File: src/cfr_pkg.sv
// package of constants and types for the current feedback readout block
package cfr_pkg;
    localparam int FRAME_W = 32;
    localparam int DIR_BIT = 31;
    localparam int CODE_HI = 30;
    localparam int CODE_LO = 27;
    localparam int CHANNEL_SELECT_HI = 26;
    localparam int CHANNEL_SELECT_LO = 24;
    localparam int PEAK_VALID_BIT = 22;
    localparam int AVG_VALID_BIT = 20;
    localparam int GON_DONE_BIT = 17;
    localparam int GOFF_DONE_BIT = 16;
    localparam logic [3:0] CODE_PEAK = 4'h5;
    localparam logic [3:0] CODE_AVG = 4'h6;
    localparam logic [3:0] CODE_CAL = 4'h7;
    localparam logic [10:0] MIN_RESET = 11'h7ff;
    localparam logic [10:0] MAX_RESET = 11'h000;
    localparam logic [19:0] AVG_RESET = 20'h00000;
    localparam int SUM_W = 20;
    localparam int SAMPLE_W = 12;
    // length of each of the two autozero phases (on, then off) in clock cycles
    localparam int CAL_CYCLES = 64;
    typedef enum logic [1:0] {CFR_CAL_IDLE, CFR_CAL_ON, CFR_CAL_OFF} cfr_cal_t;
endpackage : cfr_pkg

File: src/cfr_readout.sv
// current feedback readout top: serial frames, peak, average and autozero
`timescale 1ns/10ps
module cfr_readout import cfr_pkg::*; #(
    parameter int CHANNELS = 8
) (
    input wire logic mclk_in, // 100 MHz clock
    input wire logic rst_n_in, // async reset, active low
    input wire logic sclk_in, // serial clock from host
    input wire logic cs_n_in, // frame select, active low
    input wire logic mosi_in, // serial data from host
    output logic miso_out, // serial data to host
    output logic miso_oe_out, // miso driven while selected
    input wire logic pwm_tick_in, // one pulse per pwm period
    input wire logic sample_vld_in, // new a/d sample
    input wire logic [SAMPLE_W-1:0] sample_in, // selected channel sample
    input wire logic [4:0] dither_steps_in, // steps per quarter
    input wire logic dither_zero_in, // step size is zero
    input wire logic [7:0] gon_offset_in, // measured gate-on offset
    input wire logic [7:0] goff_offset_in, // measured gate-off offset
    output logic [2:0] channel_select_out, // shared measured channel
    output logic cal_start_out, // pulse: start autozero
    output logic [2:0] cal_channel_select_out // autozero channel
);
    initial begin
        if (CHANNELS != 8) begin
            $error("cfr_readout: channel field is three bits, needs 8");
        end
    end

    // ==========================================================
    // reset release and pin synchronisation
    logic rst_s1, rst_n;
    always_ff @(posedge mclk_in or negedge rst_n_in) begin
        if (!rst_n_in) begin
            rst_s1 <= 1'b0;
            rst_n <= 1'b0;
        end else begin
            rst_s1 <= 1'b1;
            rst_n <= rst_s1;
        end
    end

    // select goes through inverted so the reset value is the idle level
    logic [2:0] pins_s;
    cfr_sync #(.W(3)) u_sync (
        .mclk_in(mclk_in),
        .rst_n_in(rst_n),
        .d_in({sclk_in, ~cs_n_in, mosi_in}),
        .q_out(pins_s)
    );
    logic sclk_s, cs_n_s, mosi_s;
    assign sclk_s = pins_s[2];
    assign cs_n_s = ~pins_s[1];
    assign mosi_s = pins_s[0];

    // ==========================================================
    // serial shifter: sample on rise, shift out on fall
    logic sclk_d, cs_d;
    logic [5:0] bitcnt, next_bitcnt;
    logic [FRAME_W-1:0] rx, next_rx, tx, next_tx;
    logic frame_done, next_frame_done;
    logic [FRAME_W-1:0] resp;
    logic sclk_rise, sclk_fall, cs_fall;
    assign sclk_rise = sclk_s & ~sclk_d;
    assign sclk_fall = ~sclk_s & sclk_d;
    assign cs_fall = ~cs_n_s & cs_d;

    // frame capture and answer shifting
    always_comb begin
        next_bitcnt = bitcnt;
        next_rx = rx;
        next_tx = tx;
        next_frame_done = 1'b0;
        if (cs_fall) begin
            next_tx = resp;
            next_bitcnt = '0;
        end else if (!cs_n_s) begin
            if (sclk_rise) begin
                next_rx = {rx[FRAME_W-2:0], mosi_s};
                next_bitcnt = bitcnt + 6'h01;
            end else if (sclk_fall) begin
                next_tx = {tx[FRAME_W-2:0], 1'b0};
            end
        end else if (!cs_d && bitcnt == 6'h20) begin
            // one command per frame: count cleared so it acts once
            next_frame_done = 1'b1;
            next_bitcnt = '0;
        end
    end

    always_ff @(posedge mclk_in or negedge rst_n) begin
        if (!rst_n) begin
            sclk_d <= 1'b0;
            cs_d <= 1'b1;
            bitcnt <= '0;
            rx <= '0;
            tx <= '0;
            frame_done <= 1'b0;
            miso_out <= 1'b0;
            miso_oe_out <= 1'b0;
        end else begin
            sclk_d <= sclk_s;
            cs_d <= cs_n_s;
            bitcnt <= next_bitcnt;
            rx <= next_rx;
            tx <= next_tx;
            frame_done <= next_frame_done;
            miso_out <= next_tx[FRAME_W-1];
            miso_oe_out <= ~cs_n_s;
        end
    end

    logic is_wr;
    logic [3:0] code;
    logic [2:0] fchan;
    assign is_wr = rx[DIR_BIT];
    assign code = rx[CODE_HI:CODE_LO];
    assign fchan = rx[CHANNEL_SELECT_HI:CHANNEL_SELECT_LO];
    logic peak_cmd, avg_cmd, cal_cmd;
    assign peak_cmd = frame_done && code == CODE_PEAK;
    assign avg_cmd = frame_done && code == CODE_AVG;
    assign cal_cmd = frame_done && code == CODE_CAL;

    // ==========================================================
    // dither period and accumulation
    logic [6:0] pwm_cnt, next_pwm_cnt;
    logic [SUM_W-1:0] per_sum, next_per_sum;
    logic [SUM_W-1:0] dsum, next_dsum;
    logic [10:0] run_max, next_run_max, run_min, next_run_min;
    logic [10:0] max_r, next_max_r, min_r, next_min_r;
    logic [SUM_W-1:0] avg_r, next_avg_r;
    logic peak_vld, next_peak_vld, avg_vld, next_avg_vld;
    logic discard, next_discard;
    logic [2:0] channel_select, next_channel_select;
    logic [6:0] period_len;
    logic [10:0] per_top;
    logic channel_select_chg;

    // four steps per dither step count
    // no dither: one pwm period per cycle
    always_comb begin
        if (dither_zero_in || dither_steps_in == 5'h00) begin
            period_len = 7'h01;
        end else begin
            period_len = {dither_steps_in, 2'b00};
        end
    end
    assign per_top = per_sum[SUM_W-1:SUM_W-11];
    assign channel_select_chg = (peak_cmd || avg_cmd) && fchan != channel_select;

    // accumulator and result next values
    always_comb begin
        next_pwm_cnt = pwm_cnt;
        next_per_sum = per_sum;
        next_dsum = dsum;
        next_run_max = run_max;
        next_run_min = run_min;
        next_max_r = max_r;
        next_min_r = min_r;
        next_avg_r = avg_r;
        next_peak_vld = peak_vld;
        next_avg_vld = avg_vld;
        next_discard = discard;
        next_channel_select = channel_select;
        if (sample_vld_in) begin
            next_per_sum = per_sum + SUM_W'(sample_in);
            next_dsum = dsum + SUM_W'(sample_in);
        end
        if (pwm_tick_in) begin
            next_per_sum = '0;
            next_run_max = (per_top > run_max) ? per_top : run_max;
            next_run_min = (per_top < run_min) ? per_top : run_min;
            if (pwm_cnt + 7'h01 >= period_len) begin
                next_pwm_cnt = '0;
                next_run_max = MAX_RESET;
                next_run_min = MIN_RESET;
                next_dsum = '0;
                next_discard = 1'b0;
                if (!discard) begin
                    next_max_r = (per_top > run_max) ? per_top : run_max;
                    next_min_r = (per_top < run_min) ? per_top : run_min;
                    next_avg_r = dsum;
                    next_peak_vld = 1'b1;
                    next_avg_vld = 1'b1;
                end
            end else begin
                next_pwm_cnt = pwm_cnt + 7'h01;
            end
        end
        if (peak_cmd) begin
            next_peak_vld = 1'b0;
        end
        if (avg_cmd) begin
            next_avg_vld = 1'b0;
        end
        if (channel_select_chg) begin
            next_channel_select = fchan;
            next_peak_vld = 1'b0;
            next_avg_vld = 1'b0;
            next_discard = 1'b1;
        end
    end

    always_ff @(posedge mclk_in or negedge rst_n) begin
        if (!rst_n) begin
            pwm_cnt <= '0;
            per_sum <= '0;
            dsum <= '0;
            run_max <= MAX_RESET;
            run_min <= MIN_RESET;
            max_r <= MAX_RESET;
            min_r <= MIN_RESET;
            avg_r <= AVG_RESET;
            peak_vld <= 1'b0;
            avg_vld <= 1'b0;
            discard <= 1'b0;
            channel_select <= '0;
        end else begin
            pwm_cnt <= next_pwm_cnt;
            per_sum <= next_per_sum;
            dsum <= next_dsum;
            run_max <= next_run_max;
            run_min <= next_run_min;
            max_r <= next_max_r;
            min_r <= next_min_r;
            avg_r <= next_avg_r;
            peak_vld <= next_peak_vld;
            avg_vld <= next_avg_vld;
            discard <= next_discard;
            channel_select <= next_channel_select;
        end
    end

    // ==========================================================
    // autozero sequencer
    cfr_cal_t cal_st, next_cal_st;
    logic [6:0] cal_cnt, next_cal_cnt;
    logic gon_done, next_gon_done, goff_done, next_goff_done;
    logic [2:0] cal_ch, next_cal_ch;
    logic next_cal_start;
    localparam logic [6:0] CAL_LAST = 7'(CAL_CYCLES - 1);

    always_comb begin
        next_cal_st = cal_st;
        next_cal_cnt = cal_cnt;
        next_gon_done = gon_done;
        next_goff_done = goff_done;
        next_cal_ch = cal_ch;
        next_cal_start = 1'b0;
        case (cal_st)
            CFR_CAL_IDLE: begin
            end
            CFR_CAL_ON: begin
                next_cal_cnt = cal_cnt + 7'h01;
                if (cal_cnt == CAL_LAST) begin
                    next_cal_cnt = '0;
                    next_cal_st = CFR_CAL_OFF;
                end
            end
            CFR_CAL_OFF: begin
                next_cal_cnt = cal_cnt + 7'h01;
                if (cal_cnt == CAL_LAST) begin
                    next_gon_done = 1'b1;
                    next_goff_done = 1'b1;
                    next_cal_st = CFR_CAL_IDLE;
                end
            end
            default: begin
                next_cal_st = CFR_CAL_IDLE;
            end
        endcase
        if (cal_cmd) begin
            next_gon_done = 1'b0;
            next_goff_done = 1'b0;
            if (is_wr) begin
                next_cal_st = CFR_CAL_ON;
                next_cal_cnt = '0;
                next_cal_ch = fchan;
                next_cal_start = 1'b1;
            end
        end
    end

    always_ff @(posedge mclk_in or negedge rst_n) begin
        if (!rst_n) begin
            cal_st <= CFR_CAL_IDLE;
            cal_cnt <= '0;
            gon_done <= 1'b0;
            goff_done <= 1'b0;
            cal_ch <= '0;
            cal_start_out <= 1'b0;
        end else begin
            cal_st <= next_cal_st;
            cal_cnt <= next_cal_cnt;
            gon_done <= next_gon_done;
            goff_done <= next_goff_done;
            cal_ch <= next_cal_ch;
            cal_start_out <= next_cal_start;
        end
    end
    assign channel_select_out = channel_select;
    assign cal_channel_select_out = cal_ch;

    // ==========================================================
    // answer built from the previous frame, zeros elsewhere
    // unused bits zero
    always_comb begin
        resp = '0;
        resp[CODE_HI:CODE_LO] = code;
        resp[CHANNEL_SELECT_HI:CHANNEL_SELECT_LO] = fchan;
        case (code)
            CODE_PEAK: begin
                resp[PEAK_VALID_BIT] = peak_vld;
                resp[21:11] = max_r;
                resp[10:0] = min_r;
            end
            CODE_AVG: begin
                resp[AVG_VALID_BIT] = avg_vld;
                resp[19:0] = avg_r;
            end
            CODE_CAL: begin
                resp[GON_DONE_BIT] = gon_done;
                resp[GOFF_DONE_BIT] = goff_done;
                resp[15:8] = gon_offset_in;
                resp[7:0] = goff_offset_in;
            end
            default: begin
                resp = '0;
            end
        endcase
    end
endmodule : cfr_readout

File: src/cfr_sync.sv
// two flip-flop synchroniser for a group of pin inputs
`timescale 1ns/10ps
module cfr_sync #(
    parameter int W = 1
) (
    input wire logic mclk_in, // system clock
    input wire logic rst_n_in, // active low reset
    input wire logic [W-1:0] d_in, // asynchronous input
    output logic [W-1:0] q_out // synchronised output
);
    logic [W-1:0] stage1;
    // first stage feeds only the second
    always_ff @(posedge mclk_in or negedge rst_n_in) begin
        if (!rst_n_in) begin
            stage1 <= '0;
            q_out <= '0;
        end else begin
            stage1 <= d_in;
            q_out <= stage1;
        end
    end
endmodule : cfr_sync

File: config.mk
export PLATFORM = sky130hd
export DESIGN_NAME = cfr_readout
export DESIGN_NICKNAME = d
export VERILOG_FILES = /design/src/cfr_pkg.sv /design/src/cfr_readout.sv /design/src/cfr_sync.sv
export SDC_FILE = /design/constraint.sdc
export NUM_CORES = 1
export LEC_CHECK = 0
export BUFFER_PORTS_ARGS = -buffer_cell sky130_fd_sc_hd__buf_2
export CAP_MARGIN = 0
export CORE_ASPECT_RATIO = 0.8
export CORE_MARGIN = 8
export CORE_UTILIZATION = 67
export DETAILED_ROUTE_END_ITERATION = 8
export PLACE_DENSITY = 0.86
export SYNTH_ARGS = -nofsm -noshare
export SYNTH_HDL_FRONTEND = slang
export SYNTH_HIERARCHICAL = 1
export SYNTH_SLANG_ARGS = --single-unit
File: constraint.sdc
create_clock -name mclk_in -period 11.75 [get_ports mclk_in]
set_input_delay 1.175 -clock mclk_in [delete_from_list [all_inputs] [get_ports mclk_in]]
set_output_delay 1.175 -clock mclk_in [all_outputs]
set_load 0.01 [all_outputs]
==> impl_metrics.tcl, run 1 <==
set metrics [dict create \
    path_buf_inv 1 \
    syn_nets 1175 \
    syn_area_sq_um 11200 \
    ys_types 71 \
    grtUsageMet1_pct 34.5 \
    numCtsBuffers 22 \
    fin_nets 1206 \
    status "complete, no violations" \
    clk_path_buf_depth 3 \
    cts_root_buf "clkbuf_16" \
    h-tree-depth 1 \
    max_freq_mhz 248 \
    synth.top_cells.by_count "dfrtp_1, nand2_1, o21ai_0" \
    slew_headroom_pct 26.9 \
    endpoint_kind "flop" \
    fin_crit_ns 4.03 \
    grt_start_max_net_pins 163 \
    syn_avg_cell_area_sq_um 10.4 \
    tns_ns 0 \
    synth_cells 1073 \
    swShare_pct 32.5 \
    gr-usage-met3_pct 3.87 \
    cp_cell_sequence "buf_2, or4_1, o21bai_1, ha_1, nor4b_1, o21ai_2, and3_1, nand2b_2, o21ai_0" \
    clk_latency_ns 0.50 \
    fin_crit_sh_pct 34.3 \
    hold_class "flop to flop" \
    cts_num_sinks 213 \
    slowest_delay_ns 0.86 \
    cap_violations 0 \
    synth_top_cell_area_share_pct 42.5 \
    vias 8364 \
    ys_ff_latch 213 \
    p_sw_uw 779 \
    die_w_um 161 \
    critPathRequiredTime_ns 12.06 \
    clkPwrFrac_pct 32.2 \
    combPwrFrac_pct 27.5 \
    drv_slew 0 \
    overflow 0 \
    path_clk_slew_ns 0.06 \
    critical_path.top_delay_family "simple AND/OR/NAND/NOR gates" \
    cts_tree "done" \
    rows 42 \
    wirelength_mm 25.9 \
    drtPass1Iterations 5 \
    crit_type "primary input to flop" \
    p_int_uw 1620 \
    area_delta_synth_final_pct 10.3 \
    grtUsageTotal_pct 24.4 \
    dieHeight_um 132 \
    yosysSeqAreaShare_pct 47.9 \
    crit_path_max_fanout 62 \
    ir_worst_vdd_uv 124 \
    ctsResizeCount 0 \
    fin_area_sq_um 12300 \
    dieArea_sq_um 21100 \
    cp_data_arrival_time_ns 4.34 \
    critPathLaunchType "primary input" \
    synth_ff_type "dfrtp_1" \
    yosysWarnings 6 \
    cp_slowest_cell "nand2b_2" \
    grt_pass1_vias 8417 \
    grt_pass1_wl_mm 42.8 \
    leakage_uw 0.00583 \
    synth_edf_count 0 \
    coreArea_sq_um 16400 \
    io_buffer_count 49 \
    cts_setup_buffers 0 \
    grtUsageMet2_pct 38.4 \
    wire_per_inst_um 19.3 \
    rsz0062_at_grt "false" \
    synth.top_cells.by_area "dfrtp_1, ha_1, mux2_2, dfstp_2, nand2_1" \
    drt_iter0_markers 825 \
    dpl.hpwl_mm 16.9 \
    ios 50 \
    via_per_inst 6.24 \
    yosysTopAreaCell "dfrtp_1" \
    ctsHoldBuffers 0 \
    place.gp.congestion 0.847 \
    p_per_area_nw_per_um2 195 \
    grt.busiest_layer "met2" \
    ys_async_sr_fraction_pct 100 \
    drc 0 \
    post-synth-top-count-cell "dfrtp_1" \
    drive_gt1_share_pct 17.2 \
    placed_area_sq_um 11500 \
    start_util_pct 68.0 \
    pwr-share-seq_pct 40.3 \
    fin_worst_skew_ns 0.00849 \
    ant_nets 0 \
    grt_antenna_before_repair 1 \
    final_hold_viol_count 0 \
    tightestPinTransition_ns 1.10 \
    setup_viol_count_final 0 \
]
[worst paths after layout]
| path | startpoint | endpoint | slack (ns) | cells after the start |
|---|---|---|---|---|
| worst max-delay path | dither_steps_in[1] | max_r[10] | 7.72 | 9 |
| worst min-delay path | u_sync/stage1[2] | u_sync/q_out[2] | 0.35 | 0 |
| worst max register to register | pwm_cnt[0] | max_r[10] | 8.04 | 9 |
| worst min register to register | u_sync/stage1[2] | u_sync/q_out[2] | 0.35 | 0 |
| max in group asynchronous | rst_n | avg_r[4] | 10.14 | 1 |
| min in group asynchronous | rst_n | run_max[8] | 0.37 | 0 |
[kinds of logic (layout without fill, tap and decap cells)]
group           Yosys count  count (layout)  share of synthesized area, %
buf+inv                  90             136                          3.64
simple gates            301             301                          12.6
xor+xnor                 40              40                          3.13
fa+ha+maj                61              61                          6.95
other cells               1               2                        0.0335
compound gates          266             266                          16.1
flops                   213             213                          47.9
mux                     101             101                          9.65
[registers in the layout (all words and copies together) (netlist names), 11 cells and up]
name     count
per_sum     20
avg_r       20
tx          32
min_r       11
run_max     11
max_r       11
run_min     11
dsum        20
rx          32
[final cells by class]
| class | count | area, sq um |
|---|---|---|
| Timing Repair Buffer | 55 | 303 |
| Antenna cell | 1 | 2.50 |
| Inverter | 42 | 158 |
| Clock inverter | 8 | 143 |
| Multi-Input combinational cell | 770 | 5430 |
| Fill cell | 1033 | 4110 |
| Sequential cell | 213 | 5360 |
| Clock buffer | 31 | 666 |
| Tap cell | 220 | 275 |
[worst reg2reg max path, stage by stage (launching register included)]
cell	delay, ns
dfrtp_1	0.44
ha_1	0.29
nand3_1	0.12
xnor2_1	0.21
ha_1	0.25
nor3_1	0.07
o21bai_2	0.30
and3_1	0.59
nand2b_2	0.74
o21ai_0	0.56
[through the flow]
step,util (%),setup WS (ns),hold slack (ns),cells,total power [uW]
after CTS,75.0,7.85,0.348,1339,2390
after detailed placement,70.1,7.35,0.335,1300,1610
final,75.0,7.72,0.348,1340,2400
after floorplan,-,5.42,0.331,1073,1480
after global placement,70.1,7.51,0.332,1300,1580
after global routing,75.0,7.49,0.354,1340,2520
[power groups by stage]
stage               registers [uW]  logic (uW)  clock network (uW)
floorplan                      946         535                   0
global placement               970         614                   0
detailed placement             972         641                   0
CTS                            964         654                 774
global route                   981         733                 803
finish                         967         660                 774
[placed cells by master (no fill, tap or decap), types with 5 or more instances in the layout]
| cell | netlist | routed |
|---|---|---|
| nand3_1 | 26 | 26 |
| a22o_1 | 13 | 13 |
| nor2_1 | 64 | 63 |
| buf_2 | 13 | 49 |
| o22a_1 | 11 | 11 |
| a31oi_1 | 5 | 5 |
| a211oi_1 | 5 | 5 |
| and3_1 | 10 | 10 |
| a21o_1 | 11 | 11 |
| a21oi_1 | 43 | 43 |
| clkbuf_16 | 0 | 23 |
| or3_1 | 5 | 5 |
| nor3_1 | 9 | 9 |
| o211ai_1 | 12 | 12 |
| dfrtp_1 | 190 | 189 |
| xor2_1 | 20 | 20 |
| inv_1 | 41 | 41 |
| xnor2_1 | 20 | 20 |
| dfstp_2 | 23 | 23 |
| mux2i_1 | 46 | 46 |
| nand2b_1 | 16 | 15 |
| o21ai_1 | 16 | 16 |
| nand4_1 | 10 | 10 |
| clkbuf_8 | 0 | 6 |
| mux2_2 | 55 | 55 |
| buf_4 | 8 | 5 |
| o21a_1 | 19 | 19 |
| a22oi_1 | 22 | 22 |
| nor2b_1 | 8 | 8 |
| o21ai_0 | 77 | 77 |
| ha_1 | 59 | 59 |
| nand2_1 | 127 | 127 |
[metal layers]
| metal | vias up | share of wire [%] |
|---|---|---|
| met5 | - | 0 |
| met4 | 0 | 2.0 |
| met3 | 48 | 6.9 |
| met2 | 308 | 46 |
| met1 | 4128 | 45 |
| li1 | 3880 | - |
No activity file was read; power rests on OpenSTA's default activity.
==> inputs of run 2 (changes only) <==
--- a/config.mk
+++ b/config.mk
@@ -5,13 +5,14 @@
 export SDC_FILE = /design/constraint.sdc
 export NUM_CORES = 1
 export LEC_CHECK = 0
+export ABC_AREA = 1
 export BUFFER_PORTS_ARGS = -buffer_cell sky130_fd_sc_hd__buf_2
 export CAP_MARGIN = 0
 export CORE_ASPECT_RATIO = 0.8
 export CORE_MARGIN = 8
-export CORE_UTILIZATION = 67
+export CORE_UTILIZATION = 63
 export DETAILED_ROUTE_END_ITERATION = 8
-export PLACE_DENSITY = 0.86
+export PLACE_DENSITY = 0.81
 export SYNTH_ARGS = -nofsm -noshare
 export SYNTH_HDL_FRONTEND = slang
 export SYNTH_HIERARCHICAL = 1
==> constraint.sdc (replaced) <==
create_clock -name mclk_in -period 3.8 [get_ports mclk_in]
set_input_delay 0.38 -clock mclk_in [delete_from_list [all_inputs] [get_ports mclk_in]]
set_output_delay 0.38 -clock mclk_in [all_outputs]
set_load 0.01 [all_outputs]
==> run 2 against run 1 <==
Compared with the run above:
- sequential share of layout area fell by 2.8 points
- largest cell class unchanged
- via count grew 23%
- setup slack got worse by 6.6 ns
- non-clock buffer count rose by 4
- clock skew rose by 0.0011 ns
==> impl_metrics.tcl, run 2 <==
set metrics [dict create \
    ys_async_sr_fraction_pct 100 \
    path_clk_slew_ns 0.06 \
    drt_iter0_markers 1002 \
    layout.cells.most_common_list "nand2_1, dfrtp_1, inv_1" \
    synth_cells 1558 \
    synth_ff_type "dfrtp_1" \
    yosysTopAreaCell "dfrtp_1" \
    place.gp.congestion 0.933 \
    fin_worst_skew_ns 0.00961 \
    fin_crit_sh_pct 71.5 \
    cap_violations 0 \
    cts_setup_buffers 0 \
    ys_types 43 \
    yosysWarnings 6 \
    setup_viol_count_final 0 \
    p_per_area_nw_per_um2 600 \
    numCtsBuffers 22 \
    grt_start_max_net_pins 111 \
    leakage_uw 0.00701 \
    area_delta_synth_final_pct 8.82 \
    syn_nets 1660 \
    ir_worst_vdd_uv 352 \
    crit_type "flop to flop" \
    clk_latency_ns 0.51 \
    max_freq_mhz 368 \
    ys_ff_latch 213 \
    slew_headroom_pct 39.7 \
    critPathRequiredTime_ns 4.21 \
    final_hold_viol_count 0 \
    rows 45 \
    vias 10300 \
    dieHeight_um 140 \
    num-fill-cells 1555 \
    fin_area_sq_um 13200 \
    tns_ns 0 \
    hold_class "primary input to flop" \
    ant_nets 0 \
    finalPower_uw 7910 \
    post-synth-top-count-cell "nand2_1" \
    via_per_inst 5.49 \
    tightestPinTransition_ns 0.901 \
    drc 0 \
    synth.top_cells.by_count "nand2_1, dfrtp_1, inv_1" \
    r2r_slack_ns 1.08 \
    drtPass1Iterations 7 \
    top_regs "rx (32), tx (32)" \
    antenna_cells 0 \
    synth_edf_count 0 \
    placed_area_sq_um 12400 \
    hold_start "cs_n_in" \
    min_to "u_sync/stage1[1]" \
    cp_data_arrival_time_ns 3.13 \
    wirelength_mm 28.0 \
    cts_num_sinks 213 \
    endpoint_kind "flop" \
    start_util_pct 64.0 \
    grtUsageTotal_pct 23.6 \
    dpl.hpwl_mm 19.9 \
    cts_tree "done" \
    reg2reg_depth 12 \
    overflow 0 \
    h-tree-depth 1 \
    grt_antenna_before_repair 0 \
    rsz0062_at_grt "false" \
    final_common_cell "nand2_1" \
    grt_pass1_wl_mm 46.9 \
    drive_gt1_share_pct 11.2 \
    syn_avg_cell_area_sq_um 7.78 \
    ctsHoldBuffers 3 \
    critPathLaunchType "flop" \
    yosysSeqAreaShare_pct 44.2 \
    ctsResizeCount 0 \
    synth_top_cell_area_share_pct 39.2 \
    status "complete, no violations" \
    ios 50 \
    fin_nets 1697 \
    cts_root_buf "clkbuf_16" \
    holdPathStages 2 \
    r2r_start "pwm_cnt[0]" \
    drv_slew 0 \
    clk_path_buf_depth 3 \
    die_w_um 171 \
    io_buffer_count 49 \
    grt_pass1_vias 9515 \
    synth.top_cells.by_area "dfrtp_1, nand2_1, ha_1, nand3_1, inv_1" \
    r2r_end "avg_r[13]" \
    syn_area_sq_um 12100 \
    wire_per_inst_um 15.0 \
    fin_crit_ns 2.72 \
    dieArea_sq_um 24000 \
    crit_path_max_fanout 27 \
    coreArea_sq_um 18900 \
]
## run 2: where the power goes
group	internal (uW)	total (uW)	switching, uW	leakage [uW]
registers	2810	3180	363	0.00271
clock network	1300	2180	883	0.000355
logic	876	2560	1680	0.00394
## run 2: layout make-up
| type | instances | area (sq um) | share of cell area, % |
|---|---|---|---|
| multi-input cells | 1123 | 5770 | 43.8 |
| inverters | 176 | 663 | 5.03 |
| clock buffers | 38 | 692 | 5.25 |
| repair buffers | 59 | 340 | 2.58 |
| clock inverters | 2 | 35.0 | 0.266 |
| flip-flops and latches | 213 | 5360 | 40.7 |
| well taps | 258 | 323 | 2.45 |
## run 2: kinds of logic (layout without fill, tap and decap cells)
logic type	after synthesis	in the layout	synth area share, %
compound gates	156	156	6.77
fa+ha+maj	61	61	6.42
other cells	1	1	0.0310
mux	25	25	2.66
simple gates	859	859	30.2
xor+xnor	21	21	1.52
buf+inv	222	275	8.16
flops	213	213	44.2
## run 2: how the worst max path moves through the flow
stage	start	endpoint	slack, ns	depth (start not counted)
detailed placement	pwm_cnt[0]	avg_r[13]	1.18	11
CTS	pwm_cnt[0]	avg_r[13]	1.09	12
finish	pwm_cnt[0]	avg_r[13]	1.08	12
floorplan	rst_n	avg_r[0]	0.32	0
global route	pwm_cnt[0]	max_r[8]	0.85	13
global placement	pwm_cnt[0]	avg_r[13]	1.29	11
## run 2: through the flow
| step | setup WS [ns] | utilization, % | hold slack, ns | cells |
|---|---|---|---|---|
| global route | 0.846 | 69.7 | 0.0215 | 1869 |
| finish | 1.08 | 69.7 | 0.0207 | 1869 |
| floorplan | 0.316 | - | 0.0844 | 1558 |
| detailed placement | 1.18 | 65.7 | 0.171 | 1826 |
| CTS | 1.09 | 69.7 | 0.00941 | 1869 |
| global placement | 1.29 | 65.7 | 0.167 | 1826 |
## run 2: routing by layer
| layer | global-route usage [%] | vias to the layer above | routed length, um |
|---|---|---|---|
| met2 | 35.5 | 305 | 12200 |
| met3 | 4.72 | 37 | 2090 |
| met4 | 4.02 | 0 | 348 |
| met5 | 0 | - | 0 |
| li1 | - | 5056 | - |
| met1 | 35.3 | 4861 | 13300 |
## run 2: worst max-delay path, cell delays in order (launching register included)
cell and delay, ns:
dfrtp_1 0.42, ha_1 0.25, nand4_1 0.12, xor2_1 0.22, inv_1 0.08, ha_1 0.32, a21o_1 0.19, nor2_2 0.15
nand2_4 0.11, nand2_4 0.24, buf_4 0.33, nand2_1 0.09, o21ai_0 0.11
==> inputs of run 3 (changes only) <==
--- a/config.mk
+++ b/config.mk
@@ -5,14 +5,14 @@
 export SDC_FILE = /design/constraint.sdc
 export NUM_CORES = 1
 export LEC_CHECK = 0
-export ABC_AREA = 1
+export ABC_AREA = 0
 export BUFFER_PORTS_ARGS = -buffer_cell sky130_fd_sc_hd__buf_2
 export CAP_MARGIN = 0
 export CORE_ASPECT_RATIO = 0.8
 export CORE_MARGIN = 8
-export CORE_UTILIZATION = 63
+export CORE_UTILIZATION = 56
 export DETAILED_ROUTE_END_ITERATION = 8
-export PLACE_DENSITY = 0.81
+export PLACE_DENSITY = 0.76
 export SYNTH_ARGS = -nofsm -noshare
 export SYNTH_HDL_FRONTEND = slang
 export SYNTH_HIERARCHICAL = 1
==> constraint.sdc (replaced) <==
create_clock -name mclk_in -period 2.5 [get_ports mclk_in]
set_input_delay 0.25 -clock mclk_in [delete_from_list [all_inputs] [get_ports mclk_in]]
set_output_delay 0.25 -clock mclk_in [all_outputs]
set_load 0.01 [all_outputs]
==> run 3 against run 2 <==
Compared with the run above:
- the run now ends with negative setup slack left
- global-route usage down 2.3 points
- design area up 0.29%
- non-clock buffer count up 56
- utilization down 2.5 points
- clock power up 72%
- setup slack worse by 1.1 ns
- critical path type unchanged
- largest power group unchanged
==> impl_metrics.tcl, run 3 (synthesis results as in run 1) <==
set metrics [dict create \
    cts_root_buf "clkbuf_16" \
    path_clk_slew_ns 0.06 \
    final_common_cell "dfrtp_1" \
    ant_nets 0 \
    clk_path_buf_depth 3 \
    crit_type "flop to flop" \
    endpoint_kind "flop" \
    vias 8449 \
    io_buffer_count 49 \
    status "finished, violations left" \
    grt_antenna_before_repair 0 \
    dieHeight_um 142 \
    drive_gt1_share_pct 22.4 \
    pwr-share-seq_pct 37.4 \
    top_regs "rx (32), tx (32)" \
    postLayoutCoreUtil_pct 67.2 \
    r2r_start "pwm_cnt[4]" \
    area_delta_synth_final_pct 18.1 \
    drv_slew 0 \
    fin_crit_sh_pct 102 \
    r2r_end "run_max[0]" \
    drc 0 \
    cap_violations 0 \
    cts_num_sinks 213 \
    reg2reg_depth 13 \
    overflow 0 \
    combPwrFrac_pct 31.8 \
    fin_ws_ns -0.0600 \
    tns_ns -0.378 \
    antenna_cells 0 \
    max_freq_mhz 391 \
    h-tree-depth 1 \
    layout.cells.most_common_list "dfrtp_1, nand2_1, o21ai_0" \
    rows 46 \
    grt_start_max_net_pins 53 \
    p_sw_uw 3930 \
    clkPwrFrac_pct 30.8 \
    drt_iter0_markers 810 \
    swShare_pct 32.3 \
    finalPower_uw 12100 \
    hold_class "primary input to async pin" \
    dieArea_sq_um 24800 \
    pre_cts_slack_ns -0.370 \
    drtPass1Iterations 5 \
    numCtsBuffers 23 \
    coreArea_sq_um 19700 \
    wire_per_inst_um 18.6 \
    critPathLaunchType "flop" \
    setup_viol_count_final 21 \
    p_per_area_nw_per_um2 918 \
    slew_headroom_pct 51.5 \
    violations "negative setup slack" \
    start_util_pct 56.9 \
    crit_path_max_fanout 5 \
    p_int_uw 8220 \
    tightestPinTransition_ns 0.728 \
    fin_nets 1268 \
    critPathRequiredTime_ns 2.94 \
    fin_area_sq_um 13200 \
    fin_crit_ns 2.56 \
    place.gp.congestion 0.847 \
    cp_data_arrival_time_ns 3.00 \
    dpl.hpwl_mm 18.3 \
    fin_worst_skew_ns 0.0166 \
    final_hold_viol_count 0 \
    grt_pass1_vias 8416 \
    ir_worst_vdd_uv 478 \
    die_w_um 174 \
    ios 50 \
    r2r_slack_ns -0.06 \
    clk_latency_ns 0.51 \
    num-fill-cells 1485 \
    placed_area_sq_um 12000 \
    grt_pass1_wl_mm 43.5 \
    via_per_inst 5.84 \
    leakage_uw 0.00623 \
    cts_tree "done" \
    wirelength_mm 26.8 \
    grtUsageTotal_pct 21.3 \
]
==> run 3: changes by cell type in the layout (fill, tap and decap cells not counted), moves of 16 or more <==
cell / delta
nand2_1: -409
inv_1: -127
nand3_1: -110
mux2i_1: +45
nor2_1: -45
mux2_2: +41
buf_4: +39
a21oi_1: -31
a22oi_1: +22
o21a_1: +19
o21ai_0: +16
==> run 3: layer usage <==
metal	global-route usage [%]	part of all wire [%]	up-vias	routed length [um]
met4	5.43	2.1	0	551
met2	33.2	46	224	12300
met1	30.4	46	4178	12500
met5	0	0	-	0
met3	3.71	5.6	41	1500
li1	-	-	4006	-
==> run 3: critical path: stages, from the launching register on <==
cell and delay, ns:
dfrtp_1 0.38, and3_4 0.22, nand3_4 0.09, xnor2_4 0.21
ha_4 0.24, o21ai_0 0.30, o21bai_2 0.15, buf_4 0.17
nand2_4 0.08, nand2_4 0.06, buf_6 0.14, nor2b_4 0.16
clkbuf_16 0.17, a22o_1 0.14
==> run 3: per-stage QoR <==
step	hold WS, ns	instances
2_1_floorplan	-0.0456	1073
3_3_place_gp	0.0356	1390
3_5_place_dp	0.0372	1390
4_1_cts	0.0434	1436
5_1_grt	0.0898	1446
6_report	0.0843	1446
==> run 3: layout make-up <==
type | count | area, sq um | area share (%)
Clock buffer | 30 | 642 | 4.85
Clock inverter | 11 | 190 | 1.44
Inverter | 42 | 158 | 1.19
Multi-Input combinational cell | 771 | 5600 | 42.3
Sequential cell | 213 | 5360 | 40.6
Tap cell | 264 | 330 | 2.50
Timing Repair Buffer | 115 | 941 | 7.12
==> run 3: what timing repair did <==
action / CTS / global route
hold endpoints to repair: 5 / 0
hold buffers: 4 / 0
resized for setup: 6 / 29
endpoints found under the setup margin: 41 / 79
pin swaps: 0 / 18
gates cloned: 1 / 2
buffers inserted: 0 / 8
==> run 3: worst max path at each step <==
stage	start	end	slack [ns]	depth (start not counted)
2_1_floorplan	dither_steps_in[1]	run_min[10]	0.07	10
3_3_place_gp	dither_steps_in[1]	peak_vld	-0.30	10
3_5_place_dp	dither_steps_in[1]	peak_vld	-0.37	10
4_1_cts	pwm_cnt[0]	peak_vld	-0.03	10
5_1_grt	pwm_cnt[1]	max_r[8]	-0.12	12
6_report	pwm_cnt[4]	run_max[0]	-0.06	13
==> run 3: power by group through the flow <==
stage,registers [uW],clock network [uW],logic (uW)
after floorplan,4450,0,2520
after global placement,4570,0,3250
after detailed placement,4580,0,3370
after CTS,4530,3770,3470
after global routing,4600,3910,4240
final,4540,3740,3860
